===== config.mk =====
export PLATFORM = sky130hd
export DESIGN_NAME = flash_program_erase_control
export DESIGN_NICKNAME = d
export VERILOG_FILES = /design/src/rtl/erase_block_decode.v /design/src/rtl/flash_program_erase_control.v
export VERILOG_INCLUDE_DIRS = /design/src /design/src/common
export SDC_FILE = /design/constraint.sdc
export NUM_CORES = 1
export LEC_CHECK = 0
export BUFFER_PORTS_ARGS = -buffer_cell sky130_fd_sc_hd__buf_2
export CAP_MARGIN = 20
export CORE_MARGIN = 2
export CORE_UTILIZATION = 42
export CTS_CLUSTER_DIAMETER = 200
export DETAILED_ROUTE_END_ITERATION = 12
export PLACE_DENSITY = 0.72
export SYNTH_ARGS = -nofsm -noshare
export SYNTH_HDL_FRONTEND = slang
export SYNTH_HIERARCHICAL = 1
export SYNTH_SLANG_ARGS = --single-unit

===== constraint.sdc =====
create_clock -name clock_in -period 3.9 [get_ports clock_in]
set_input_delay 0.975 -clock clock_in [delete_from_list [all_inputs] [get_ports clock_in]]
set_output_delay 0.975 -clock clock_in [all_outputs]
set_load 0.01 [all_outputs]

===== src/common/flash_ctrl_consts.vh =====
// Register offsets, field positions, reset values and erase block map for the flash sequencer
`ifndef FLASH_CTRL_CONSTS_VH
`define FLASH_CTRL_CONSTS_VH

// Byte offsets on the register bus
`define OFS_MODE_CONTROL 12'h000
`define OFS_ERROR_STATUS 12'h004
`define OFS_EBR_LOW 12'h008
`define OFS_EBR_HIGH 12'h00c
`define APB_ADDR_W 12

// Mode control fields
`define MC_PROGRAM 0
`define MC_ERASE 1
`define MC_PROGRAM_VERIFY 2
`define MC_ERASE_VERIFY 3
`define MC_PROGRAM_SETUP 4
`define MC_ERASE_SETUP 5
`define MC_SW_WRITE_ENABLE 6
`define MC_RESERVED 7

// Error status fields
`define ES_FLASH_ERROR_FLAG 7

// Reset values
`define RST_MODE_CONTROL 8'h00
`define RST_ERROR_STATUS 8'h00
`define RST_EBR_LOW 8'h00
`define RST_EBR_HIGH 2'h0

// Erase block count and widths
`define NUM_BLOCKS 10
`define EBR_HIGH_W 2
`define FLASH_ADDR_W 24

// Erase block base addresses
`define BLK0_BASE 24'h000000
`define BLK1_BASE 24'h000400
`define BLK2_BASE 24'h000800
`define BLK3_BASE 24'h000c00
`define BLK4_BASE 24'h001000
`define BLK5_BASE 24'h008000
`define BLK6_BASE 24'h00c000
`define BLK7_BASE 24'h00e000
`define BLK8_BASE 24'h010000
`define BLK9_BASE 24'h018000

// Erase block last addresses
`define BLK0_LAST 24'h0003ff
`define BLK1_LAST 24'h0007ff
`define BLK2_LAST 24'h000bff
`define BLK3_LAST 24'h000fff
`define BLK4_LAST 24'h007fff
`define BLK5_LAST 24'h00bfff
`define BLK6_LAST 24'h00dfff
`define BLK7_LAST 24'h00ffff
`define BLK8_LAST 24'h017fff
`define BLK9_LAST 24'h01ffff

`endif


===== src/rtl/erase_block_decode.v =====
// Maps a one-hot erase block selection to the address range it covers
`timescale 1ns/1ps
`include "flash_ctrl_consts.vh"

module erase_block_decode #(
  parameter NUM_BLOCKS = `NUM_BLOCKS,
  parameter ADDR_W = `FLASH_ADDR_W
) (
  input wire [NUM_BLOCKS-1:0] select_in,
  output reg [ADDR_W-1:0] base_out,
  output reg [ADDR_W-1:0] last_out,
  output reg hit_out
);

  always @*
  begin
    hit_out = 1'b1;
    case (select_in)
      10'h001:
      begin
        base_out = `BLK0_BASE;
        last_out = `BLK0_LAST;
      end
      10'h002:
      begin
        base_out = `BLK1_BASE;
        last_out = `BLK1_LAST;
      end
      10'h004:
      begin
        base_out = `BLK2_BASE;
        last_out = `BLK2_LAST;
      end
      10'h008:
      begin
        base_out = `BLK3_BASE;
        last_out = `BLK3_LAST;
      end
      10'h010:
      begin
        base_out = `BLK4_BASE;
        last_out = `BLK4_LAST;
      end
      10'h020:
      begin
        base_out = `BLK5_BASE;
        last_out = `BLK5_LAST;
      end
      10'h040:
      begin
        base_out = `BLK6_BASE;
        last_out = `BLK6_LAST;
      end
      10'h080:
      begin
        base_out = `BLK7_BASE;
        last_out = `BLK7_LAST;
      end
      10'h100:
      begin
        base_out = `BLK8_BASE;
        last_out = `BLK8_LAST;
      end
      10'h200:
      begin
        base_out = `BLK9_BASE;
        last_out = `BLK9_LAST;
      end
      default:
      begin
        // None or several selected: no range at all
        base_out = {ADDR_W{1'b0}};
        last_out = {ADDR_W{1'b0}};
        hit_out = 1'b0;
      end
    endcase
  end

endmodule // erase_block_decode


===== src/rtl/flash_program_erase_control.v =====
// Flash program/erase mode control, error status and erase block selection over APB
`timescale 1ns/1ps
`include "flash_ctrl_consts.vh"

// Behaviour
// - Program and erase are only possible while the write-enable bit is 1.
// - With write-enable 0, no other control bit or low select bit can be set.
// - Erase-setup bit 5 enters and leaves the erase setup state.
// - Erase bit 1 enters erase mode only with write-enable and erase-setup set.
// - Program-setup bit 4 enters and leaves the program setup state.
// - Program bit 0 enters program mode only with write-enable and program-setup set.
// - Erase-verify bit 3 enters and leaves erase-verify mode.
// - Program-verify bit 2 enters and leaves program-verify mode.
// - Mode control bit 7 always reads 0.
// - A fault during program or erase sets error flag bit 7.
// - While the error flag is 1, program and erase are blocked.
// - Error status bits 6 to 0 always read 0.
// - The low select register is all zeros while write-enable is 0.
// - More than one select bit set across both registers clears them all.
// - Low select bits 3 to 0 each pick one 1 Kbyte block from address 0.
// - Bits 4 to 7 pick the 28, 16, 8 and 8 Kbyte blocks.
// - High select bit 0 picks block at 010000, bit 1 at 018000, both 32 Kbytes.
module flash_program_erase_control #(
  parameter NUM_BLOCKS = `NUM_BLOCKS,
  parameter ADDR_W = `FLASH_ADDR_W
) (
  input wire clock_in,
  input wire resetn_in,
  input wire psel_in,
  input wire penable_in,
  input wire pwrite_in,
  input wire [`APB_ADDR_W-1:0] paddr_in,
  input wire [31:0] pwdata_in,
  input wire [3:0] pstrb_in,
  output reg [31:0] prdata_out,
  output reg pready_out,
  output reg pslverr_out,
  input wire flash_fault_in,
  output reg program_setup_out,
  output reg erase_setup_out,
  output reg program_mode_out,
  output reg erase_mode_out,
  output reg program_verify_out,
  output reg erase_verify_out,
  output reg error_protect_out,
  output reg [NUM_BLOCKS-1:0] erase_block_out,
  output reg erase_range_valid_out,
  output reg [ADDR_W-1:0] erase_base_out,
  output reg [ADDR_W-1:0] erase_last_out
);

  // APB slave states
  localparam [2:0] ST_IDLE = 3'b001;
  localparam [2:0] ST_SETUP = 3'b010;
  localparam [2:0] ST_ACCESS = 3'b100;

  reg [2:0] state_r;
  reg [2:0] state_nxt;

  // Mode control, error flag and erase block select bits
  reg sw_write_enable_r;
  reg erase_setup_r;
  reg program_setup_r;
  reg erase_verify_r;
  reg program_verify_r;
  reg erase_r;
  reg program_r;
  reg flash_error_flag_r;
  reg [7:0] erase_block_select_low_r;
  reg [`EBR_HIGH_W-1:0] erase_block_select_high_r;

  reg sw_write_enable_nxt;
  reg erase_setup_nxt;
  reg program_setup_nxt;
  reg erase_verify_nxt;
  reg program_verify_nxt;
  reg erase_nxt;
  reg program_nxt;
  reg flash_error_flag_nxt;
  reg [7:0] erase_block_select_low_nxt;
  reg [`EBR_HIGH_W-1:0] erase_block_select_high_nxt;
  reg [NUM_BLOCKS-1:0] sel_all_nxt;

  wire [NUM_BLOCKS-1:0] sel_all;
  wire [NUM_BLOCKS-1:0] active_sel;
  wire [ADDR_W-1:0] dec_base;
  wire [ADDR_W-1:0] dec_last;
  wire dec_hit;
  wire wr_commit;
  wire low_lane_wr;
  wire [7:0] wbyte;
  wire [7:0] mode_control_rd;
  wire [7:0] error_status_rd;

  // More than one bit set in a selection vector
  function more_than_one;
    input [NUM_BLOCKS-1:0] v;
    integer i;
    reg seen;
    reg multi;
    begin
      seen = 1'b0;
      multi = 1'b0;
      for (i = 0; i < NUM_BLOCKS; i = i + 1)
      begin
        multi = multi | (seen & v[i]);
        seen = seen | v[i];
      end
      more_than_one = multi;
    end
  endfunction

  // Whether an address maps to a register
  function addr_mapped;
    input [`APB_ADDR_W-1:0] a;
    begin
      addr_mapped = (a == `OFS_MODE_CONTROL) || (a == `OFS_ERROR_STATUS) ||
        (a == `OFS_EBR_LOW) || (a == `OFS_EBR_HIGH);
    end
  endfunction

  assign sel_all = {erase_block_select_high_r, erase_block_select_low_r};
  assign wbyte = pwdata_in[7:0];
  assign low_lane_wr = pstrb_in[0];
  // SETUP taken at the last edge, so this is the access cycle
  assign wr_commit = (state_r == ST_SETUP) && pready_out && psel_in && penable_in &&
    pwrite_in && low_lane_wr;

  assign mode_control_rd = {1'b0, sw_write_enable_r, erase_setup_r, program_setup_r,
    erase_verify_r, program_verify_r, erase_r, program_r};
  assign error_status_rd = {flash_error_flag_r, 7'h00};

  // Erase acts on one selected block only, never on none or several
  assign active_sel = (erase_r && !more_than_one(sel_all)) ? sel_all :
    {NUM_BLOCKS{1'b0}};

  erase_block_decode #(
    .NUM_BLOCKS(NUM_BLOCKS),
    .ADDR_W(ADDR_W)
  ) u_decode (
    .select_in(active_sel),
    .base_out(dec_base),
    .last_out(dec_last),
    .hit_out(dec_hit)
  );

  // Bus phase tracking
  always @*
  begin
    state_nxt = state_r;
    case (state_r)
      ST_IDLE:
        state_nxt = (psel_in && !penable_in) ? ST_SETUP : ST_IDLE;
      ST_SETUP:
        state_nxt = ST_ACCESS;
      ST_ACCESS:
        state_nxt = (psel_in && !penable_in) ? ST_SETUP : ST_IDLE;
      default:
        state_nxt = ST_IDLE;
    endcase
  end

  // Register next values
  always @*
  begin
    sw_write_enable_nxt = sw_write_enable_r;
    erase_setup_nxt = erase_setup_r;
    program_setup_nxt = program_setup_r;
    erase_verify_nxt = erase_verify_r;
    program_verify_nxt = program_verify_r;
    erase_nxt = erase_r;
    program_nxt = program_r;
    flash_error_flag_nxt = flash_error_flag_r;
    erase_block_select_low_nxt = erase_block_select_low_r;
    erase_block_select_high_nxt = erase_block_select_high_r;
    sel_all_nxt = {NUM_BLOCKS{1'b0}};

    if (wr_commit && paddr_in == `OFS_MODE_CONTROL)
    begin
      sw_write_enable_nxt = wbyte[`MC_SW_WRITE_ENABLE];
      // Other bits only set while write-enable already holds 1
      erase_setup_nxt = wbyte[`MC_ERASE_SETUP] & sw_write_enable_r;
      program_setup_nxt = wbyte[`MC_PROGRAM_SETUP] & sw_write_enable_r;
      erase_verify_nxt = wbyte[`MC_ERASE_VERIFY] & sw_write_enable_r;
      program_verify_nxt = wbyte[`MC_PROGRAM_VERIFY] & sw_write_enable_r;
      erase_nxt = wbyte[`MC_ERASE] & sw_write_enable_r & erase_setup_r &
        !flash_error_flag_r;
      program_nxt = wbyte[`MC_PROGRAM] & sw_write_enable_r & program_setup_r &
        !flash_error_flag_r;
    end

    if (wr_commit && paddr_in == `OFS_EBR_LOW)
      erase_block_select_low_nxt = wbyte & {8{sw_write_enable_r}};
    if (wr_commit && paddr_in == `OFS_EBR_HIGH)
      erase_block_select_high_nxt = wbyte[`EBR_HIGH_W-1:0] &
        {`EBR_HIGH_W{sw_write_enable_r}};

    // Fault during an active operation; set wins, cleared only by reset
    if (flash_fault_in && (program_r || erase_r))
      flash_error_flag_nxt = 1'b1;

    // Error protection drops program and erase at once
    if (flash_error_flag_nxt)
    begin
      program_nxt = 1'b0;
      erase_nxt = 1'b0;
    end

    // Dropping write-enable ends every mode and empties the selection
    if (!sw_write_enable_nxt)
    begin
      erase_setup_nxt = 1'b0;
      program_setup_nxt = 1'b0;
      erase_verify_nxt = 1'b0;
      program_verify_nxt = 1'b0;
      erase_nxt = 1'b0;
      program_nxt = 1'b0;
      erase_block_select_low_nxt = 8'h00;
      erase_block_select_high_nxt = {`EBR_HIGH_W{1'b0}};
    end

    sel_all_nxt = {erase_block_select_high_nxt, erase_block_select_low_nxt};
    if (more_than_one(sel_all_nxt))
    begin
      erase_block_select_low_nxt = 8'h00;
      erase_block_select_high_nxt = {`EBR_HIGH_W{1'b0}};
    end
  end

  // State and registers
  always @(posedge clock_in)
  begin
    if (!resetn_in)
    begin
      state_r <= ST_IDLE;
      sw_write_enable_r <= 1'b0;
      erase_setup_r <= 1'b0;
      program_setup_r <= 1'b0;
      erase_verify_r <= 1'b0;
      program_verify_r <= 1'b0;
      erase_r <= 1'b0;
      program_r <= 1'b0;
      flash_error_flag_r <= 1'b0;
      erase_block_select_low_r <= `RST_EBR_LOW;
      erase_block_select_high_r <= `RST_EBR_HIGH;
    end
    else
    begin
      state_r <= state_nxt;
      sw_write_enable_r <= sw_write_enable_nxt;
      erase_setup_r <= erase_setup_nxt;
      program_setup_r <= program_setup_nxt;
      erase_verify_r <= erase_verify_nxt;
      program_verify_r <= program_verify_nxt;
      erase_r <= erase_nxt;
      program_r <= program_nxt;
      flash_error_flag_r <= flash_error_flag_nxt;
      erase_block_select_low_r <= erase_block_select_low_nxt;
      erase_block_select_high_r <= erase_block_select_high_nxt;
    end
  end

  // Bus answer prepared in the setup cycle, shown through the access cycle
  always @(posedge clock_in)
  begin
    if (!resetn_in)
    begin
      pready_out <= 1'b0;
      pslverr_out <= 1'b0;
      prdata_out <= 32'h00000000;
    end
    else if (psel_in && !penable_in)
    begin
      pready_out <= 1'b1;
      pslverr_out <= !addr_mapped(paddr_in);
      prdata_out <= 32'h00000000;
      if (!pwrite_in)
      begin
        case (paddr_in)
          `OFS_MODE_CONTROL:
            prdata_out <= {24'h000000, mode_control_rd};
          `OFS_ERROR_STATUS:
            prdata_out <= {24'h000000, error_status_rd};
          `OFS_EBR_LOW:
            prdata_out <= {24'h000000, erase_block_select_low_r};
          `OFS_EBR_HIGH:
            prdata_out <= {30'h0, erase_block_select_high_r};
          default:
            prdata_out <= 32'h00000000;
        endcase
      end
    end
    else
    begin
      pready_out <= 1'b0;
      pslverr_out <= 1'b0;
      prdata_out <= 32'h00000000;
    end
  end

  // Flash-facing outputs
  always @(posedge clock_in)
  begin
    if (!resetn_in)
    begin
      program_setup_out <= 1'b0;
      erase_setup_out <= 1'b0;
      program_mode_out <= 1'b0;
      erase_mode_out <= 1'b0;
      program_verify_out <= 1'b0;
      erase_verify_out <= 1'b0;
      error_protect_out <= 1'b0;
      erase_block_out <= {NUM_BLOCKS{1'b0}};
      erase_range_valid_out <= 1'b0;
      erase_base_out <= {ADDR_W{1'b0}};
      erase_last_out <= {ADDR_W{1'b0}};
    end
    else
    begin
      program_setup_out <= program_setup_r;
      erase_setup_out <= erase_setup_r;
      program_mode_out <= program_r & sw_write_enable_r & !flash_error_flag_r;
      erase_mode_out <= erase_r & sw_write_enable_r & !flash_error_flag_r;
      program_verify_out <= program_verify_r;
      erase_verify_out <= erase_verify_r;
      error_protect_out <= flash_error_flag_r;
      erase_block_out <= active_sel;
      erase_range_valid_out <= dec_hit;
      erase_base_out <= dec_base;
      erase_last_out <= dec_last;
    end
  end

endmodule // flash_program_erase_control


==> out/results.ini <==
[route]
drt_iter0_drc = 118
totalWireLength_mm = 9.24
drt_pass1_iterations = 4
vias = 3354
drc = 0
postRouteAntennaNets = 0
routed_via_density = 4.66
avgRoutedWirePerCell_um = 12.8

[clock_network]
clk_path_buf_depth = 2
clock_latency_ps = 360
cts_setup_buffers = 0
clock_sinks = 97
cts_resized = 0
cts_tree = yes
clkTransAtPathRegs_ps = 90
root_buffer = clkbuf_8
htree_levels = 3
cts_buffers = 9
cts_hold_buffers = 0

[finish]
insertedDiodeCount = 0
drive_gt1_share_pct = 25.9
fin_nets = 636
syn2layout_area_growth_pct = 15.7
fillers = 964
fin_cells = 720

[timing]
finalCritPeriodShare_pct = 92.4
slew_viol_final = 0
relSlewSlack_pct = 57.0
setup-violations-final = 0
hold_viol_final = 0
clock_skew_ps = 13.5
worst_slew_pin_slew_ps = 640
fin_ws_ps = 294
fmax_ghz = 0.277
fin_setup_tns_ps = 0
fin_crit_ps = 3610

[critical_path]
crit_top_cell = or4_4
worstPathArrival_ps = 3850
crit_path_end_kind = register
startpoint = paddr_in[6]
worstSetupPathType = in2reg
critPathSlowestCell = or4_4
worstSetupStartpointType = input port
r2r-start = erase_block_select_low_r[2]
crit_fanout = 9
max_stage_delay_ps = 520
cp_cell_sequence = buf_2, or4_4, or2_1, or4_4, a21o_1, a21bo_1, or3b_1, maj3_2, nor4_1
crit_required_ps = 4140

[placement]
gp_congestion = 0.882
dpl.cell_count = 704
dp_slack_ps = -46.8
port_buffers = 102
dp_hpwl_mm = 6.99

[status]
status = complete, no violations

[power]
leakage_nw = 2.38
vdd_ir_drop_max_uv = 142
power.total_mw = 1.65
p_per_area_mw_per_mm2 = 331

[global_route]
grt_usage_pct = 16.8
grt_max_degree = 60
grt_antenna_before_repair = 0
overflow = 0
first_global_vias = 3030
grt_first_pass_wirelength_mm = 14.7

[synth]
postSynthCellCount = 478
synth_seq_cells = 97
synth_edf_count = 0
synth-async-reset-ratio_pct = 0
ys_seq_area_share_pct = 45.1
ys_warn_count = 6
ys_types = 49
synthFlopType = dfxtp_1
syn_avg_cell_area_um2 = 9.01
synth_area_mm2 = 0.00431

[floorplan]
initial_core_util_pct = 43.7
core_area_mm2 = 0.00986
io_pins = 154
row_count = 36
die_h_um = 105
die_w_um = 105
die-area_mm2 = 0.0111

[worst_hold_path]
min_from = state_r[1]
hp-class = reg2reg

[flow_run]
cap_violations = 0

## synthesized netlist by cell type (5+ instances only)
| cell | n | share of area, % |
|---|---|---|
| nor3_1 | 12 | 1.4 |
| o211ai_1 | 5 | 0.87 |
| a21oi_1 | 15 | 1.7 |
| xnor2_1 | 7 | 1.4 |
| nand2_1 | 23 | 2.0 |
| and3_1 | 16 | 2.3 |
| nand3_1 | 8 | 0.93 |
| buf_4 | 58 | 10 |
| nor4_1 | 8 | 1.2 |
| clkbuf_1 | 16 | 1.4 |
| dfxtp_1 | 97 | 45 |
| o21ai_0 | 17 | 2.0 |
| inv_1 | 9 | 0.78 |
| and2_1 | 66 | 9.6 |
| nor2_1 | 36 | 3.1 |
| mux2i_1 | 9 | 2.1 |
| nand4_1 | 6 | 0.87 |
| or3_1 | 5 | 0.73 |
## registers in the layout, summed over array words and instances, names as in the netlist, 2 cells and up
register,count
erase_block_out,10
erase_last_out,24
prdata_out,8
erase_block_select_low_r,8
erase_block_select_high_r,2
state_r,3
erase_base_out,24
## path summary, 6_finish.rpt
kind | to | slack, ps | cells past startpoint
setup reg to reg | erase_last_out[9] | 310 | 15
hold / removal | state_r[1] | 470 | 1
setup / recovery | erase_block_select_low_r[5] | 290 | 9
hold reg to reg | state_r[1] | 470 | 1
## power by group
part / switching (mW) / internal, mW / leakage, nW
registers: 0.00404 / 1.00 / 0.788
logic: 0.0518 / 0.0318 / 1.51
clock network: 0.326 / 0.231 / 0.0835
## worst max-delay path: cells and delay by family
family / cells / cell delay [ps]
fa+ha+maj: 1 / 420
compound gates: 2 / 400
simple gates: 5 / 1970
buf+inv: 1 / 90
## routing by layer
| layer | vias to the layer above | GRT usage, % | wire [um] |
|---|---|---|---|
| met1 | 1502 | 20.7 | 4030 |
| met2 | 122 | 27.8 | 4400 |
| li1 | 1716 | - | - |
| met4 | 0 | 6.38 | 148 |
| met3 | 14 | 4.70 | 661 |
| met5 | - | 0 | 0 |
## placed cells by master (no fill, tap or decap), types with 3 or more instances in the layout
master / netlist / layout
nor4_1: 8 / 8
or4_4: 3 / 3
buf_2: 2 / 102
buf_4: 58 / 24
inv_1: 9 / 9
a21o_1: 3 / 3
and2_1: 66 / 66
mux2i_1: 9 / 9
o21ai_0: 17 / 17
and3_1: 16 / 16
conb_1: 2 / 48
dfxtp_1: 97 / 97
or3_1: 5 / 5
nor3_1: 12 / 12
a31oi_1: 4 / 4
nand2b_1: 4 / 4
nand2_1: 23 / 23
nor2_1: 36 / 36
clkbuf_8: 0 / 9
nand3_1: 8 / 8
nor3b_1: 3 / 3
nand3b_1: 3 / 3
a21oi_1: 15 / 15
xnor2_1: 7 / 7
nor2b_1: 4 / 4
nand4_1: 6 / 6
maj3_1: 3 / 3
clkinv_2: 0 / 3
o211ai_1: 5 / 5
and4_1: 3 / 3
## layout make-up
type	count	area (um2)	share of cell area [%]
Multi-Input combinational cell	339	1990	39.9
Timing Repair Buffer	126	691	13.9
Sequential cell	97	1940	39.0
Tap cell	133	166	3.34
Inverter	9	33.8	0.678
Clock buffer	11	131	2.64
Clock inverter	5	31.3	0.628
## cells by family after synthesis
family / count (synthesis) / share of synthesized area (%)
simple gates: 216 / 29.4
flops: 97 / 45.1
buf+inv: 88 / 13.1
compound gates: 53 / 7.40
xor+xnor: 9 / 1.83
mux: 9 / 2.09
fa+ha+maj: 4 / 0.958
other cells: 2 / 0.174
## per-stage QoR
step / instance area, um2 / util, % / hold slack, ps
detailed placement: 4820 / 48.9 / 457
global route: 4980 / 50.5 / 496
floorplan: 4490 / - / 430
finish: 4980 / 50.5 / 467
global placement: 4820 / 48.9 / 444
CTS: 4980 / 50.5 / 469
(Power assumes the default switching activity.)
